**src/verilog/srw_cfg.svh**
```systemverilog
// Constants for the satellite reply word framer
`ifndef SRW_CFG_SVH
`define SRW_CFG_SVH
`define SRW_ST_HI 15
`define SRW_ST_LO 14
`define SRW_PAR_BIT 13
`define SRW_LOST_BIT 12
`define SRW_CFG_REPORT 2'h3
`define SRW_IDLE_REPLY 16'he000
`define SRW_EMPTY_VAL 12'h000
`define SRW_GF_BAD_COUNT 12'h002
`define SRW_CF_CUR_LIMIT 12'h010
`define SRW_CF_HOST_PAR 12'h012
`define SRW_CF_RESERVED 12'h018
`define SRW_CF_BIT_TIME 12'h019
`define SRW_CF_TOO_MANY 12'h01a
`define SRW_CF_CRC 12'h01c
`define SRW_A_DATA_MIN 12'h020
`define SRW_B_DATA_FLAG 12'h800
`define SRW_FIFO_DEPTH 2
`endif

```
**src/verilog/srw_pkg.sv**
```systemverilog
// Types for the satellite reply word framer
package srw_pkg;
    typedef enum logic [1:0] {
        SRW_CH_OFF = 2'h0,
        SRW_CH_ON_NOPROC = 2'h1,
        SRW_CH_ON_PROC = 2'h3,
        SRW_CH_OFF_ALT = 2'h2
    } srw_chan_mode_t;
    typedef enum logic [1:0] {
        SRW_REP_AUTO = 2'h0,
        SRW_REP_MAIN = 2'h1,
        SRW_REP_CHAN = 2'h2,
        SRW_REP_FIFO = 2'h3
    } srw_report_t;
    typedef enum logic [2:0] {
        SRW_EV_NONE = 3'h0,
        SRW_EV_CUR_LIMIT = 3'h1,
        SRW_EV_HOST_PAR = 3'h2,
        SRW_EV_BIT_TIME = 3'h3,
        SRW_EV_TOO_MANY = 3'h4,
        SRW_EV_CRC = 3'h5
    } srw_event_t;
endpackage : srw_pkg

```
**src/verilog/srw_fifo.sv**
```systemverilog
// Two-entry reply FIFO with flush and data-lost flag
`timescale 1ns/1ns
`include "srw_cfg.svh"
module srw_fifo (
    input wire logic clock,
    input wire logic rst_b,
    input wire logic flush,
    input wire logic push,
    input wire logic [11:0] push_word,
    input wire logic pop,
    output logic [11:0] head_word,
    output logic empty,
    output logic lost
);
    import srw_pkg::*;
    logic [11:0] mem [0:`SRW_FIFO_DEPTH-1];
    logic [1:0] count;
    logic full;
    logic do_pop;

    assign full = (count == 2'(`SRW_FIFO_DEPTH));
    assign empty = (count == 2'h0);
    assign do_pop = pop && !empty;
    assign head_word = empty ? `SRW_EMPTY_VAL : mem[0];

    always_ff @(posedge clock) begin
        if (!rst_b || flush) begin
            count <= 2'h0;
        end else if (push && !full && !do_pop) begin
            count <= count + 2'h1;
        end else if (do_pop && !push) begin
            // A pop together with a push keeps the count; the entries shift
            count <= count - 2'h1;
        end
    end

    // Entry 0 is always the oldest; pop shifts the second entry down
    always_ff @(posedge clock) begin
        if (!rst_b) begin
            mem[0] <= 12'h000;
            mem[1] <= 12'h000;
        end else if (!flush) begin
            if (do_pop) begin
                mem[0] <= (push && count == 2'h1) ? push_word : mem[1];
                if (push && count == 2'h2) begin
                    mem[1] <= push_word;
                end
            end else if (push && !full) begin
                mem[count[0]] <= push_word;
            end
        end
    end

    // Sticky until the host flushes; a word pushed when full with no pop is dropped
    always_ff @(posedge clock) begin
        if (!rst_b || flush) begin
            lost <= 1'b0;
        end else if (push && full && !do_pop) begin
            lost <= 1'b1;
        end
    end

    a_fifo_overflow: assert property (@(posedge clock) disable iff (!rst_b)
        (push && full && !do_pop && !flush) |=> lost)
        else $error("lost flag not set on overflow");
    a_fifo_flush: assert property (@(posedge clock) disable iff (!rst_b)
        flush |=> empty && !lost)
        else $error("flush did not empty the fifo");
endmodule : srw_fifo

```
**src/verilog/srw_reply_framer.sv**
```systemverilog
// Reply word framer for one satellite channel
// Behaviour
// - Status bits refresh on chip-select fall
// - Queue and pop FIFO on chip-select rise
// - Fault codes live in range 001 to 01F
// - Channel fault per occurrence, global once
// - Bit 13 makes the word odd parity
// - Data reply: lost flag, twelve data bits
// - Write into full FIFO sets lost flag
// - Status pair encodes channel mode or report
// - Empty FIFO, no fault returns zero contents
// - Bad bit count: global code 2, channel one
// - Current limit 10, host parity error 12
// - A protocol: 19 bit time, 1A many, 1C CRC
// - A data below 020 raises fault 18
// - B protocol: bit 11 set for data
// - B protocol: parity fail 1C, 18 unused
// - B data right-justified by configured width
// - After reset, channel one main, others E000
// - Two entries; flush discards both
`timescale 1ns/1ns
`include "srw_cfg.svh"
module srw_reply_framer #(
    parameter logic FIRST_CHANNEL = 1'b1
) (
    input wire logic clock,
    input wire logic rst_b,
    input wire logic cs_b,
    input wire srw_pkg::srw_chan_mode_t chan_mode,
    input wire srw_pkg::srw_report_t report_sel,
    input wire logic proto_b,
    input wire logic [1:0] b_width_sel,
    input wire logic [12:0] main_config_register,
    input wire logic [12:0] channel_config_register,
    input wire logic flush_req,
    input wire logic bad_bit_count,
    input wire srw_pkg::srw_event_t chan_event,
    input wire logic sensor_valid,
    input wire logic [11:0] sensor_data,
    output logic [15:0] reply_word,
    output logic data_lost_flag
);
    import srw_pkg::*;

    logic cs_meta;
    logic cs_sync;
    logic cs_prev;
    logic cs_fall;
    logic cs_rise;
    logic status_high_bit;
    logic status_low_bit;
    logic [1:0] next_status;
    logic [1:0] frame_status;
    logic global_latched;
    logic [11:0] pend_fault;
    logic pend_global;
    logic [11:0] pend_data;
    logic pend_data_v;
    logic [1:0] push_phase;
    logic push;
    logic [11:0] push_word;
    logic pop;
    logic [11:0] head_word;
    logic fifo_empty;
    logic lost;
    logic [11:0] event_code;
    logic [11:0] shaped_data;
    logic [11:0] b_mask;
    logic [14:0] next_body;
    logic next_par;

    // Chip select comes from the host pins
    always_ff @(posedge clock) begin
        if (!rst_b) begin
            cs_meta <= 1'b1;
            cs_sync <= 1'b1;
            cs_prev <= 1'b1;
        end else begin
            cs_meta <= cs_b;
            cs_sync <= cs_meta;
            cs_prev <= cs_sync;
        end
    end
    assign cs_fall = cs_prev && !cs_sync;
    assign cs_rise = !cs_prev && cs_sync;

    always_comb begin
        if (report_sel != SRW_REP_FIFO) begin
            next_status = `SRW_CFG_REPORT;
        end else begin
            case (chan_mode)
                SRW_CH_ON_NOPROC: next_status = 2'h1;
                SRW_CH_ON_PROC: next_status = 2'h2;
                default: next_status = 2'h0;
            endcase
        end
    end

    always_ff @(posedge clock) begin
        if (!rst_b) begin
            status_high_bit <= 1'b1;
            status_low_bit <= 1'b1;
        end else if (cs_fall) begin
            {status_high_bit, status_low_bit} <= next_status;
        end
    end
    // Reply reloads every deselected cycle and last at the fall, so the frame carries fresh status
    assign frame_status = cs_fall ? next_status : {status_high_bit, status_low_bit};

    always_comb begin
        case (chan_event)
            SRW_EV_CUR_LIMIT: event_code = `SRW_CF_CUR_LIMIT;
            SRW_EV_HOST_PAR: event_code = `SRW_CF_HOST_PAR;
            SRW_EV_BIT_TIME: event_code = `SRW_CF_BIT_TIME;
            SRW_EV_TOO_MANY: event_code = `SRW_CF_TOO_MANY;
            SRW_EV_CRC: event_code = `SRW_CF_CRC;
            default: event_code = `SRW_EMPTY_VAL;
        endcase
    end

    // B data: keep configured width 8..11, then flag bit 11
    assign b_mask = 12'h0ff | {1'b0, (b_width_sel == 2'h3), (b_width_sel[1]), (|b_width_sel), 8'h00};
    always_comb begin
        if (proto_b) begin
            shaped_data = (sensor_data & b_mask & 12'h7ff) | `SRW_B_DATA_FLAG;
        end else if (sensor_data < `SRW_A_DATA_MIN) begin
            shaped_data = `SRW_CF_RESERVED;
        end else begin
            shaped_data = sensor_data;
        end
    end

    // Pending events gather between frames; one latch per kind
    always_ff @(posedge clock) begin
        if (!rst_b) begin
            pend_fault <= 12'h000;
            pend_data <= 12'h000;
            pend_data_v <= 1'b0;
            pend_global <= 1'b0;
            global_latched <= 1'b0;
        end else begin
            if (chan_event != SRW_EV_NONE) begin
                pend_fault <= event_code;
            end else if (push_phase == 2'h1) begin
                pend_fault <= 12'h000;
            end
            if (sensor_valid) begin
                pend_data <= shaped_data;
                pend_data_v <= 1'b1;
            end else if (push_phase == 2'h2) begin
                pend_data_v <= 1'b0;
            end
            if (FIRST_CHANNEL && bad_bit_count && !global_latched) begin
                pend_global <= 1'b1;
                global_latched <= 1'b1;
            end else if (push_phase == 2'h3) begin
                pend_global <= 1'b0;
            end
            if (!bad_bit_count && !pend_global) begin
                global_latched <= 1'b0;
            end
        end
    end

    // Rise: pop reported head, then push global, data, fault in order
    always_ff @(posedge clock) begin
        if (!rst_b) begin
            push_phase <= 2'h0;
        end else if (cs_rise) begin
            push_phase <= 2'h3;
        end else if (push_phase != 2'h0) begin
            push_phase <= push_phase - 2'h1;
        end
    end
    assign pop = cs_rise && report_sel == SRW_REP_FIFO;
    always_comb begin
        case (push_phase)
            2'h3: begin push = pend_global; push_word = `SRW_GF_BAD_COUNT; end
            2'h2: begin push = pend_data_v; push_word = pend_data; end
            2'h1: begin push = pend_fault != 12'h000; push_word = pend_fault; end
            default: begin push = 1'b0; push_word = 12'h000; end
        endcase
    end

    srw_fifo u_fifo (
        .clock(clock),
        .rst_b(rst_b),
        .flush(flush_req),
        .push(push),
        .push_word(push_word),
        .pop(pop),
        .head_word(head_word),
        .empty(fifo_empty),
        .lost(lost)
    );

    always_comb begin
        case (report_sel)
            SRW_REP_FIFO: next_body = {frame_status, lost, head_word};
            SRW_REP_CHAN: next_body = {2'h3, channel_config_register};
            default: next_body = FIRST_CHANNEL ? {2'h3, main_config_register}
                                               : 15'h6000;
        endcase
        next_par = ~(^next_body);
    end

    always_ff @(posedge clock) begin
        if (!rst_b) begin
            // Odd-parity idle word; channel one loads its main report right after
            reply_word <= `SRW_IDLE_REPLY;
            data_lost_flag <= 1'b0;
        end else if (cs_sync || cs_fall) begin
            reply_word <= {next_body[14:13], next_par, next_body[12:0]};
            data_lost_flag <= lost;
        end
    end

    a_parity_odd: assert property (@(posedge clock) disable iff (!rst_b)
        $past(rst_b) |-> ^reply_word)
        else $error("reply word parity is not odd");
    a_fault_range: assert property (@(posedge clock) disable iff (!rst_b)
        pend_fault <= 12'h01f)
        else $error("fault code outside reserved range");
    a_status_frame: assert property (@(posedge clock) disable iff (!rst_b)
        cs_fall && report_sel == SRW_REP_FIFO
        |=> reply_word[15:14] == {status_high_bit, status_low_bit})
        else $error("frame reply lacks fresh status");
    a_status_fall: assert property (@(posedge clock) disable iff (!rst_b)
        cs_fall && report_sel == SRW_REP_FIFO && chan_mode == SRW_CH_ON_PROC
        |=> {status_high_bit, status_low_bit} == 2'h2)
        else $error("status not updated on chip select fall");
    a_push_order: assert property (@(posedge clock) disable iff (!rst_b)
        cs_rise |=> push_phase == 2'h3 ##1 push_phase == 2'h2 ##1 push_phase == 2'h1)
        else $error("push sequence out of order");
    a_global_once: assert property (@(posedge clock) disable iff (!rst_b)
        global_latched && bad_bit_count |=> global_latched)
        else $error("global fault relatched");
    a_empty_zero: assert property (@(posedge clock) disable iff (!rst_b)
        fifo_empty |-> head_word == `SRW_EMPTY_VAL)
        else $error("empty fifo not reported as zero");
    a_b_flag: assert property (@(posedge clock) disable iff (!rst_b)
        proto_b |-> shaped_data[11])
        else $error("B data flag bit clear");
    a_a_reserved: assert property (@(posedge clock) disable iff (!rst_b)
        !proto_b && sensor_data < 12'h020 |-> shaped_data == 12'h018)
        else $error("reserved A data not flagged");
    a_lost_out: assert property (@(posedge clock) disable iff (!rst_b)
        cs_sync && $rose(lost) |=> data_lost_flag)
        else $error("lost flag not reported");
endmodule : srw_reply_framer
```
**config.mk**
```make
export PLATFORM = sky130hd
export DESIGN_NAME = srw_reply_framer
export DESIGN_NICKNAME = d
export VERILOG_FILES = /design/src/verilog/srw_pkg.sv /design/src/verilog/srw_fifo.sv /design/src/verilog/srw_reply_framer.sv
export VERILOG_INCLUDE_DIRS = /design/src /design/src/verilog
export SDC_FILE = /design/constraint.sdc
export NUM_CORES = 1
export LEC_CHECK = 0
export BUFFER_PORTS_ARGS = -buffer_cell sky130_fd_sc_hd__buf_2
export CORE_AREA = 5 5 88 90
export CTS_CLUSTER_SIZE = 30
export DETAILED_ROUTE_END_ITERATION = 10
export DIE_AREA = 0 0 93 95
export PLACE_DENSITY_LB_ADDON = 0.25
export SYNTH_ARGS = -nofsm -noshare
export SYNTH_HDL_FRONTEND = slang
export SYNTH_SLANG_ARGS = --single-unit
```
**constraint.sdc**
```tcl
create_clock -name clock -period 3.85 [get_ports clock]
set_input_delay 0.5775 -clock clock [delete_from_list [all_inputs] [get_ports clock]]
set_output_delay 0.5775 -clock clock [all_outputs]
set_load 0.005 [all_outputs]
```
==> results_dict.tcl, run 1 <==
set metrics [dict create \
    status "completed" \
    viasPerCell 5.406 \
    finalHoldViolations 0 \
    path_cells "inv_1 > ha_1 > nand3b_1 > a31oi_1 > xor3_1 > xnor3_1 > xnor3_1 > a31oi_1" \
    power_density_mw_per_mm2 429.5 \
    finalCritPeriodShare_pct 64.50 \
    synth-simple-area-share_pct 23.49 \
    synthMuxAreaShare_pct 1.904 \
    start_util_pct 53.64 \
    ios 71 \
    placed_cell_area_mm2 0.004098 \
    final.min_clock_period_ns 2.483 \
    grt_pass1_wl_mm 12.03 \
    final_common_cell "buf_2" \
    fillers 598 \
    clockRootBuffer "clkbuf_8" \
    min_from "cs_meta$_SDFF_PN1_" \
    yosysSeqAreaShare_pct 44.37 \
    synth.distinct_cells 57 \
    clockBufferDepth 2 \
    startpoint_type "flop" \
    whs_path_depth 1 \
    final_area_mm2 0.004293 \
    clkTransAtPathRegs_ns 0.07 \
    hp-class "reg -> reg" \
    yosys.area_share.adder_pct 3.007 \
    post-cts-setup-buffers 0 \
    antenna_cells 0 \
    r2r-start "u_fifo.count[0]$_SDFFE_PP0P_" \
    via_count 2860 \
    fp.dieW_um 93 \
    crit_path_max_fanout 14 \
    ys_ff_latch 71 \
    port_buffers 70 \
    synth_edf_count 24 \
    cts_max_level 3 \
    syn_area_per_cell_um2 9.829 \
    ys.warnings.count 0 \
    wl_per_cell_um 13.61 \
    drt-pass1-iter-count 4 \
    max-cap-violations 0 \
    synth_compound_area_share_pct 18.48 \
    totalNegativeSetupSlack_ns 0 \
    timing.rr.end "reply_word[13]$_SDFFE_PN1P_" \
    drc 0 \
    rsz0062_at_grt "false" \
    path_depth 8 \
    placementRows 31 \
    critPathKind "reg -> reg" \
    synth_top_family_by_area "simple AND/OR/NAND/NOR gates" \
    fin_ws_ns 1.367 \
    worst_pin_slew_ns 0.8446 \
    area_growth_pct 14.63 \
    min_to "cs_sync$_SDFF_PN1_" \
    rrSetupSlack_ns 1.37 \
    synth-main-ff-cell "dfxtp_1" \
    finClkSkew_ns 0.01047 \
    final_cells 529 \
    critPathRequiredTime_ns 4.11 \
    slew_violations 0 \
    grt_pass1_vias 2662 \
    drt_iter0_markers 148 \
    dp_hpwl_mm 5.330 \
    grt_overflow 0 \
    slowest_stage "dfxtp_1" \
    ir_worst_vdd_v 0.0002278 \
    clock_sinks 71 \
    antenna_left 0 \
    post-place-ws_ns 1.190 \
    arrival_ns 2.75 \
    clock_latency_ns 0.34 \
    cpPeakStageDelay_ns 0.40 \
    die_area_mm2 0.008835 \
    drive_gt1_share_pct 24.38 \
    critPathTopFamily "XOR/XNOR gates" \
    fmax_mhz 402.7 \
    endpoint_kind "flop" \
    syn_area_mm2 0.003745 \
    worst_slew_margin_rel_pct 43.49 \
    ctsResizeCount 0 \
    gp_congestion 0.8270 \
    antenna_found_initial 0 \
    synth_cells 381 \
    syn_nets 444 \
    wirelength_mm 7.199 \
    die_y_um 95 \
    cp_num_buf_inv 1 \
    power.leakage_nw 1.759 \
    ctsHoldBuffers 0 \
    grtUsageTotal_pct 17.24 \
    grt_max_degree 49 \
    nets 505 \
    synth_async_sr_flop_share_pct 0 \
    cts_tree "done" \
    numCtsBuffers 9 \
    dp_cells 513 \
    setup_viol 0 \
    synthXorXnorAreaFrac_pct 4.377 \
    final_cell_mix "buf_2, dfxtp_1, nand2_1, nor2_1, edfxtp_1" \
    reg2reg_depth 8 \
    core_area_mm2 0.006982 \
]
-- how the worst max path moves through the flow --
stage / slack [ns] / to / startpoint
global route: 1.24 / reply_word[13]$_SDFFE_PN1P_ / u_fifo.count[0]$_SDFFE_PP0P_
global placement: 1.24 / u_fifo.mem[0][7]$_DFFE_PP_ / report_sel[1]
detailed placement: 1.19 / u_fifo.mem[0][9]$_DFFE_PP_ / report_sel[1]
floorplan: 1.19 / u_fifo.mem[1][0]$_DFFE_PP_ / push_phase[0]$_SDFFE_PN0P_
CTS: 1.36 / reply_word[13]$_SDFFE_PN1P_ / u_fifo.count[0]$_SDFFE_PP0P_
finish: 1.37 / reply_word[13]$_SDFFE_PN1P_ / u_fifo.count[0]$_SDFFE_PP0P_
-- flip-flops by register name, indices dropped and copies added (netlist names), 2 cells and up --
signal and cells:
u_fifo.count 2, reply_word 16, u_fifo.mem 24, pend_fault 5
push_phase 2, pend_data 12
-- cell usage after synthesis (all sizes together), types with 2 or more instances --
master	n	area share (%)
a22o	12	2.8
xor2	3	0.70
o22ai	2	0.33
a21oi	13	1.8
nor2	33	3.3
nand3	2	0.27
or2	2	0.33
nand2b	24	5.0
o21ai	7	0.94
dfxtp	47	25
nor2b	16	2.7
a211oi	4	1.1
ha	9	3.0
and2	2	0.33
nand3b	12	2.4
nor4b	2	0.47
mux2i	6	1.6
a31oi	19	4.4
nor3b	5	1.0
xnor2	7	1.8
a22oi	5	1.0
a21boi	17	3.4
nor3	11	1.8
buf	8	1.8
inv	11	1.1
xnor3	2	1.2
edfxtp	24	19
and3	7	1.2
o21a	2	0.40
nand2	36	3.7
o221a	3	0.90
clkbuf	15	1.5
-- power by group --
part	switching [W]	total (W)	internal (W)
clock	0.000261	0.000569	0.000309
sequential	0.0000341	0.000864	0.000830
combinational	0.000218	0.000411	0.000192
-- metal layers --
layer / wire, um / vias to the layer above / track usage (%)
li1: - / 1480 / -
met1: 3252 / 1296 / 21.65
met2: 3357 / 75 / 28.19
met3: 448 / 9 / 3.825
met4: 141 / 0 / 8.303
met5: 0 / - / 0
-- worst register-to-register path, stage by stage (launching register included) --
cell      delay (ns)
dfxtp_1         0.40
inv_1           0.14
ha_1            0.36
nand3b_1        0.24
a31oi_1         0.30
xor3_1          0.40
xnor3_1         0.22
xnor3_1         0.21
a31oi_1         0.16
-- kinds of logic (layout without fill, tap and decap cells) --
| family | Yosys count | count (layout) |
|---|---|---|
| AO/OA/AOI/OAI | 90 | 90 |
| buffers and inverters | 34 | 100 |
| XOR/XNOR | 13 | 13 |
| multiplexers | 7 | 7 |
| adder cells (fa/ha/maj) | 9 | 9 |
| AND/OR/NAND/NOR | 157 | 157 |
| flip-flops | 71 | 71 |
-- per-stage QoR --
step	hold WS [ns]	total power, W	util (%)
5_1_grt	0.4327	0.001952	61.49
6_report	0.4082	0.001844	61.49
3_5_place_dp	0.3940	0.001288	58.69
3_3_place_gp	0.3913	0.001275	58.69
4_1_cts	0.4043	0.001867	61.49
2_1_floorplan	0.3863	0.001188	-
-- final cells by class --
cell class / count / area (um2) / area share [%]
clock buffer: 14 / 183.9 / 4.284
clock inverter: 2 / 11.26 / 0.2623
inverter: 11 / 41.29 / 0.9618
multi-input combinational: 276 / 1919 / 44.71
sequential: 71 / 1662 / 38.71
tap: 82 / 102.6 / 2.390
timing repair buffer: 73 / 372.9 / 8.686
Power figures use the tool's default switching activity.
==> inputs of run 2 (changes only) <==
--- a/config.mk
+++ b/config.mk
@@ -6,11 +6,12 @@
 export SDC_FILE = /design/constraint.sdc
 export NUM_CORES = 1
 export LEC_CHECK = 0
+export ABC_AREA = 1
 export BUFFER_PORTS_ARGS = -buffer_cell sky130_fd_sc_hd__buf_2
-export CORE_AREA = 5 5 88 90
+export CORE_AREA = 5 5 89 91
 export CTS_CLUSTER_SIZE = 30
 export DETAILED_ROUTE_END_ITERATION = 10
-export DIE_AREA = 0 0 93 95
+export DIE_AREA = 0 0 94 96
 export PLACE_DENSITY_LB_ADDON = 0.25
 export SYNTH_ARGS = -nofsm -noshare
 export SYNTH_HDL_FRONTEND = slang
==> constraint.sdc (replaced) <==
create_clock -name clock -period 2.47 [get_ports clock]
set_input_delay 0.3705 -clock clock [delete_from_list [all_inputs] [get_ports clock]]
set_output_delay 0.3705 -clock clock [all_outputs]
set_load 0.005 [all_outputs]
==> results_dict.tcl, run 2 <==
set metrics [dict create \
    status "completed" \
    synth_edf_count 24 \
    power.leakage_nw 2.170 \
    finalHoldViolations 0 \
    synth-main-ff-cell "dfxtp_1" \
    area_growth_pct 15.50 \
    r2r-start "push_phase[1]$_SDFFE_PN0P_" \
    die_area_mm2 0.009024 \
    setup_viol 0 \
    ios 71 \
    synth_async_sr_flop_share_pct 0 \
    clkTransAtPathRegs_ns 0.07 \
    dp_hpwl_mm 6.643 \
    synth_top_cell_area_share_pct 24.59 \
    synth.distinct_cells 31 \
    startpoint_type "flop" \
    min_to "cs_meta$_SDFF_PN1_" \
    antenna_cells 0 \
    finalCritPeriodShare_pct 88.37 \
    die_y_um 96 \
    core_area_mm2 0.007059 \
    grt_pass1_vias 3355 \
    largest_register "u_fifo.mem" \
    gp_congestion 0.8796 \
    final.min_clock_period_ns 2.183 \
    min_from "cs_b" \
    port_buffers 70 \
    timing.rr.end "u_fifo.mem[1][10]$_DFFE_PP_" \
    nets 668 \
    final_common_cell "nand2_1" \
    gr-usage-met2_pct 34.95 \
    grtUsageTotal_pct 20.43 \
    via_count 3587 \
    fmax_mhz 458.1 \
    cts_max_level 3 \
    worst_pin_slew_ns 0.7508 \
    totalNegativeSetupSlack_ns 0 \
    antenna_found_initial 0 \
    largest_reg_flops 24 \
    whs_path_depth 2 \
    drc 0 \
    wl_per_cell_um 12.11 \
    hp-class "in -> reg" \
    gr-usage-met3_pct 5.004 \
    antenna_left 0 \
    placementRows 31 \
    arrival_ns 2.17 \
    reg.largest.list "u_fifo.mem: 24 flops, reply_word: 16 flops, pend_data: 12 flops" \
    cts_tree "done" \
    whs_ns 0.2156 \
    synth_common_cells "nand2_1, a21oi_1, inv_1, nor2_1, dfxtp_1" \
    grt_max_degree 33 \
    drt-pass1-iter-count 4 \
    critPathKind "reg -> reg" \
    clockRootBuffer "clkbuf_8" \
    power_density_mw_per_mm2 638.8 \
    numCtsBuffers 9 \
    drt_iter0_markers 132 \
    syn_area_per_cell_um2 7.099 \
    syn_area_mm2 0.003826 \
    synth_top_area_cell "dfxtp_1" \
    fp.dieW_um 94 \
    drive_gt1_share_pct 18.03 \
    syn_nets 602 \
    grt_overflow 0 \
    worst_slew_margin_rel_pct 49.89 \
    critPathRequiredTime_ns 2.46 \
    met1_usage_pct 24.82 \
    ys.warnings.count 0 \
    reg2reg_depth 10 \
    postLayoutCoreUtil_pct 62.60 \
    grt_pass1_wl_mm 14.69 \
    rrSetupSlack_ns 0.29 \
    ys_ff_latch 71 \
    max-cap-violations 0 \
    viasPerCell 5.059 \
    ir_worst_vdd_v 0.0004393 \
    final_cell_mix "nand2_1, buf_2, a21oi_1, inv_1, nor2_1" \
    crit_path_max_fanout 12 \
    yosys-top-cells-area "dfxtp_1, edfxtp_1, nand2_1, a21oi_1, inv_1" \
    wirelength_mm 8.583 \
    synth_cells 539 \
    ctsHoldBuffers 0 \
    start_util_pct 54.20 \
    slew_violations 0 \
    endpoint_kind "flop" \
    clockBufferDepth 2 \
    yosysSeqAreaShare_pct 43.43 \
    rsz0062_at_grt "false" \
    finClkSkew_ns 0.007068 \
    clock_latency_ns 0.34 \
    clock_sinks 71 \
    grt_busiest_layer "met2" \
    synth_most_common_cell "nand2_1" \
]
[run 2: how the worst max path moves through the flow]
stage / startpoint / endpoint / slack [ns] / cells after the start
global placement: report_sel[1] / u_fifo.mem[0][0]$_DFFE_PP_ / 0.29 / 10
global route: push_phase[1]$_SDFFE_PN0P_ / u_fifo.mem[0][8]$_DFFE_PP_ / 0.01 / 13
finish: push_phase[1]$_SDFFE_PN0P_ / u_fifo.mem[1][10]$_DFFE_PP_ / 0.29 / 10
floorplan: push_phase[1]$_SDFFE_PN0P_ / u_fifo.mem[1][0]$_DFFE_PP_ / 0.35 / 11
detailed placement: report_sel[1] / u_fifo.mem[0][0]$_DFFE_PP_ / 0.20 / 10
CTS: push_phase[1]$_SDFFE_PN0P_ / u_fifo.mem[0][8]$_DFFE_PP_ / 0.26 / 13
[run 2: area by class of cell]
class	instances	area [um2]
Inverter	55	206.4
Timing Repair Buffer	75	387.9
Clock inverter	5	31.28
Sequential cell	71	1662
Clock buffer	11	152.6
Fill cell	667	2640
Multi-Input combinational cell	393	1856
Tap cell	99	123.9
[run 2: where the power goes]
part	internal [W]	switching (W)	leakage, nW
combinational	0.000222	0.000405	1.44
clock	0.000423	0.000438	0.0908
sequential	0.00129	0.0000486	0.636
total	0.00193	0.000891	2.17
[run 2: logic make-up (layout without fill, tap and decap cells)]
| logic type | count (synthesis) | in the layout | share of synthesized area, % |
|---|---|---|---|
| simple gates | 280 | 280 | 30.80 |
| flops | 71 | 71 | 43.43 |
| compound gates | 104 | 104 | 14.55 |
| fa+ha+maj | 9 | 9 | 2.943 |
| buf+inv | 75 | 146 | 8.273 |
[run 2: critical path: stages, from the launching register on]
cell and delay (ns):
dfxtp_1 0.34, inv_1 0.11, ha_1 0.29, nand2_1 0.10, nand2_1 0.07, nor2_1 0.05, a21oi_2 0.15, nand3_1 0.11
inv_1 0.11, nand3_1 0.11, nand2_1 0.39
[run 2: repair_timing]
action / CTS / global route
endpoints found under the setup margin: 0 / 10
buffers inserted: 0 / 0
gates resized for setup: 0 / 2
[run 2: per-stage QoR]
step	total power, W	area [um2]	instances	setup WS [ns]
floorplan	0.001811	3826	539	0.3518
global route	0.003013	4419	709	0.01040
global placement	0.001961	4228	693	0.2944
CTS	0.002844	4412	709	0.2601
detailed placement	0.001984	4228	693	0.1957
finish	0.002823	4419	709	0.2872
[run 2: metal layers]
| metal | up-vias | share of wire, % | routed length, um |
|---|---|---|---|
| li1 | 1890 | - | - |
| met1 | 1572 | 43 | 3732 |
| met2 | 111 | 47 | 4030 |
| met3 | 14 | 7.3 | 623 |
| met4 | 0 | 2.3 | 196 |
| met5 | - | 0 | 0 |
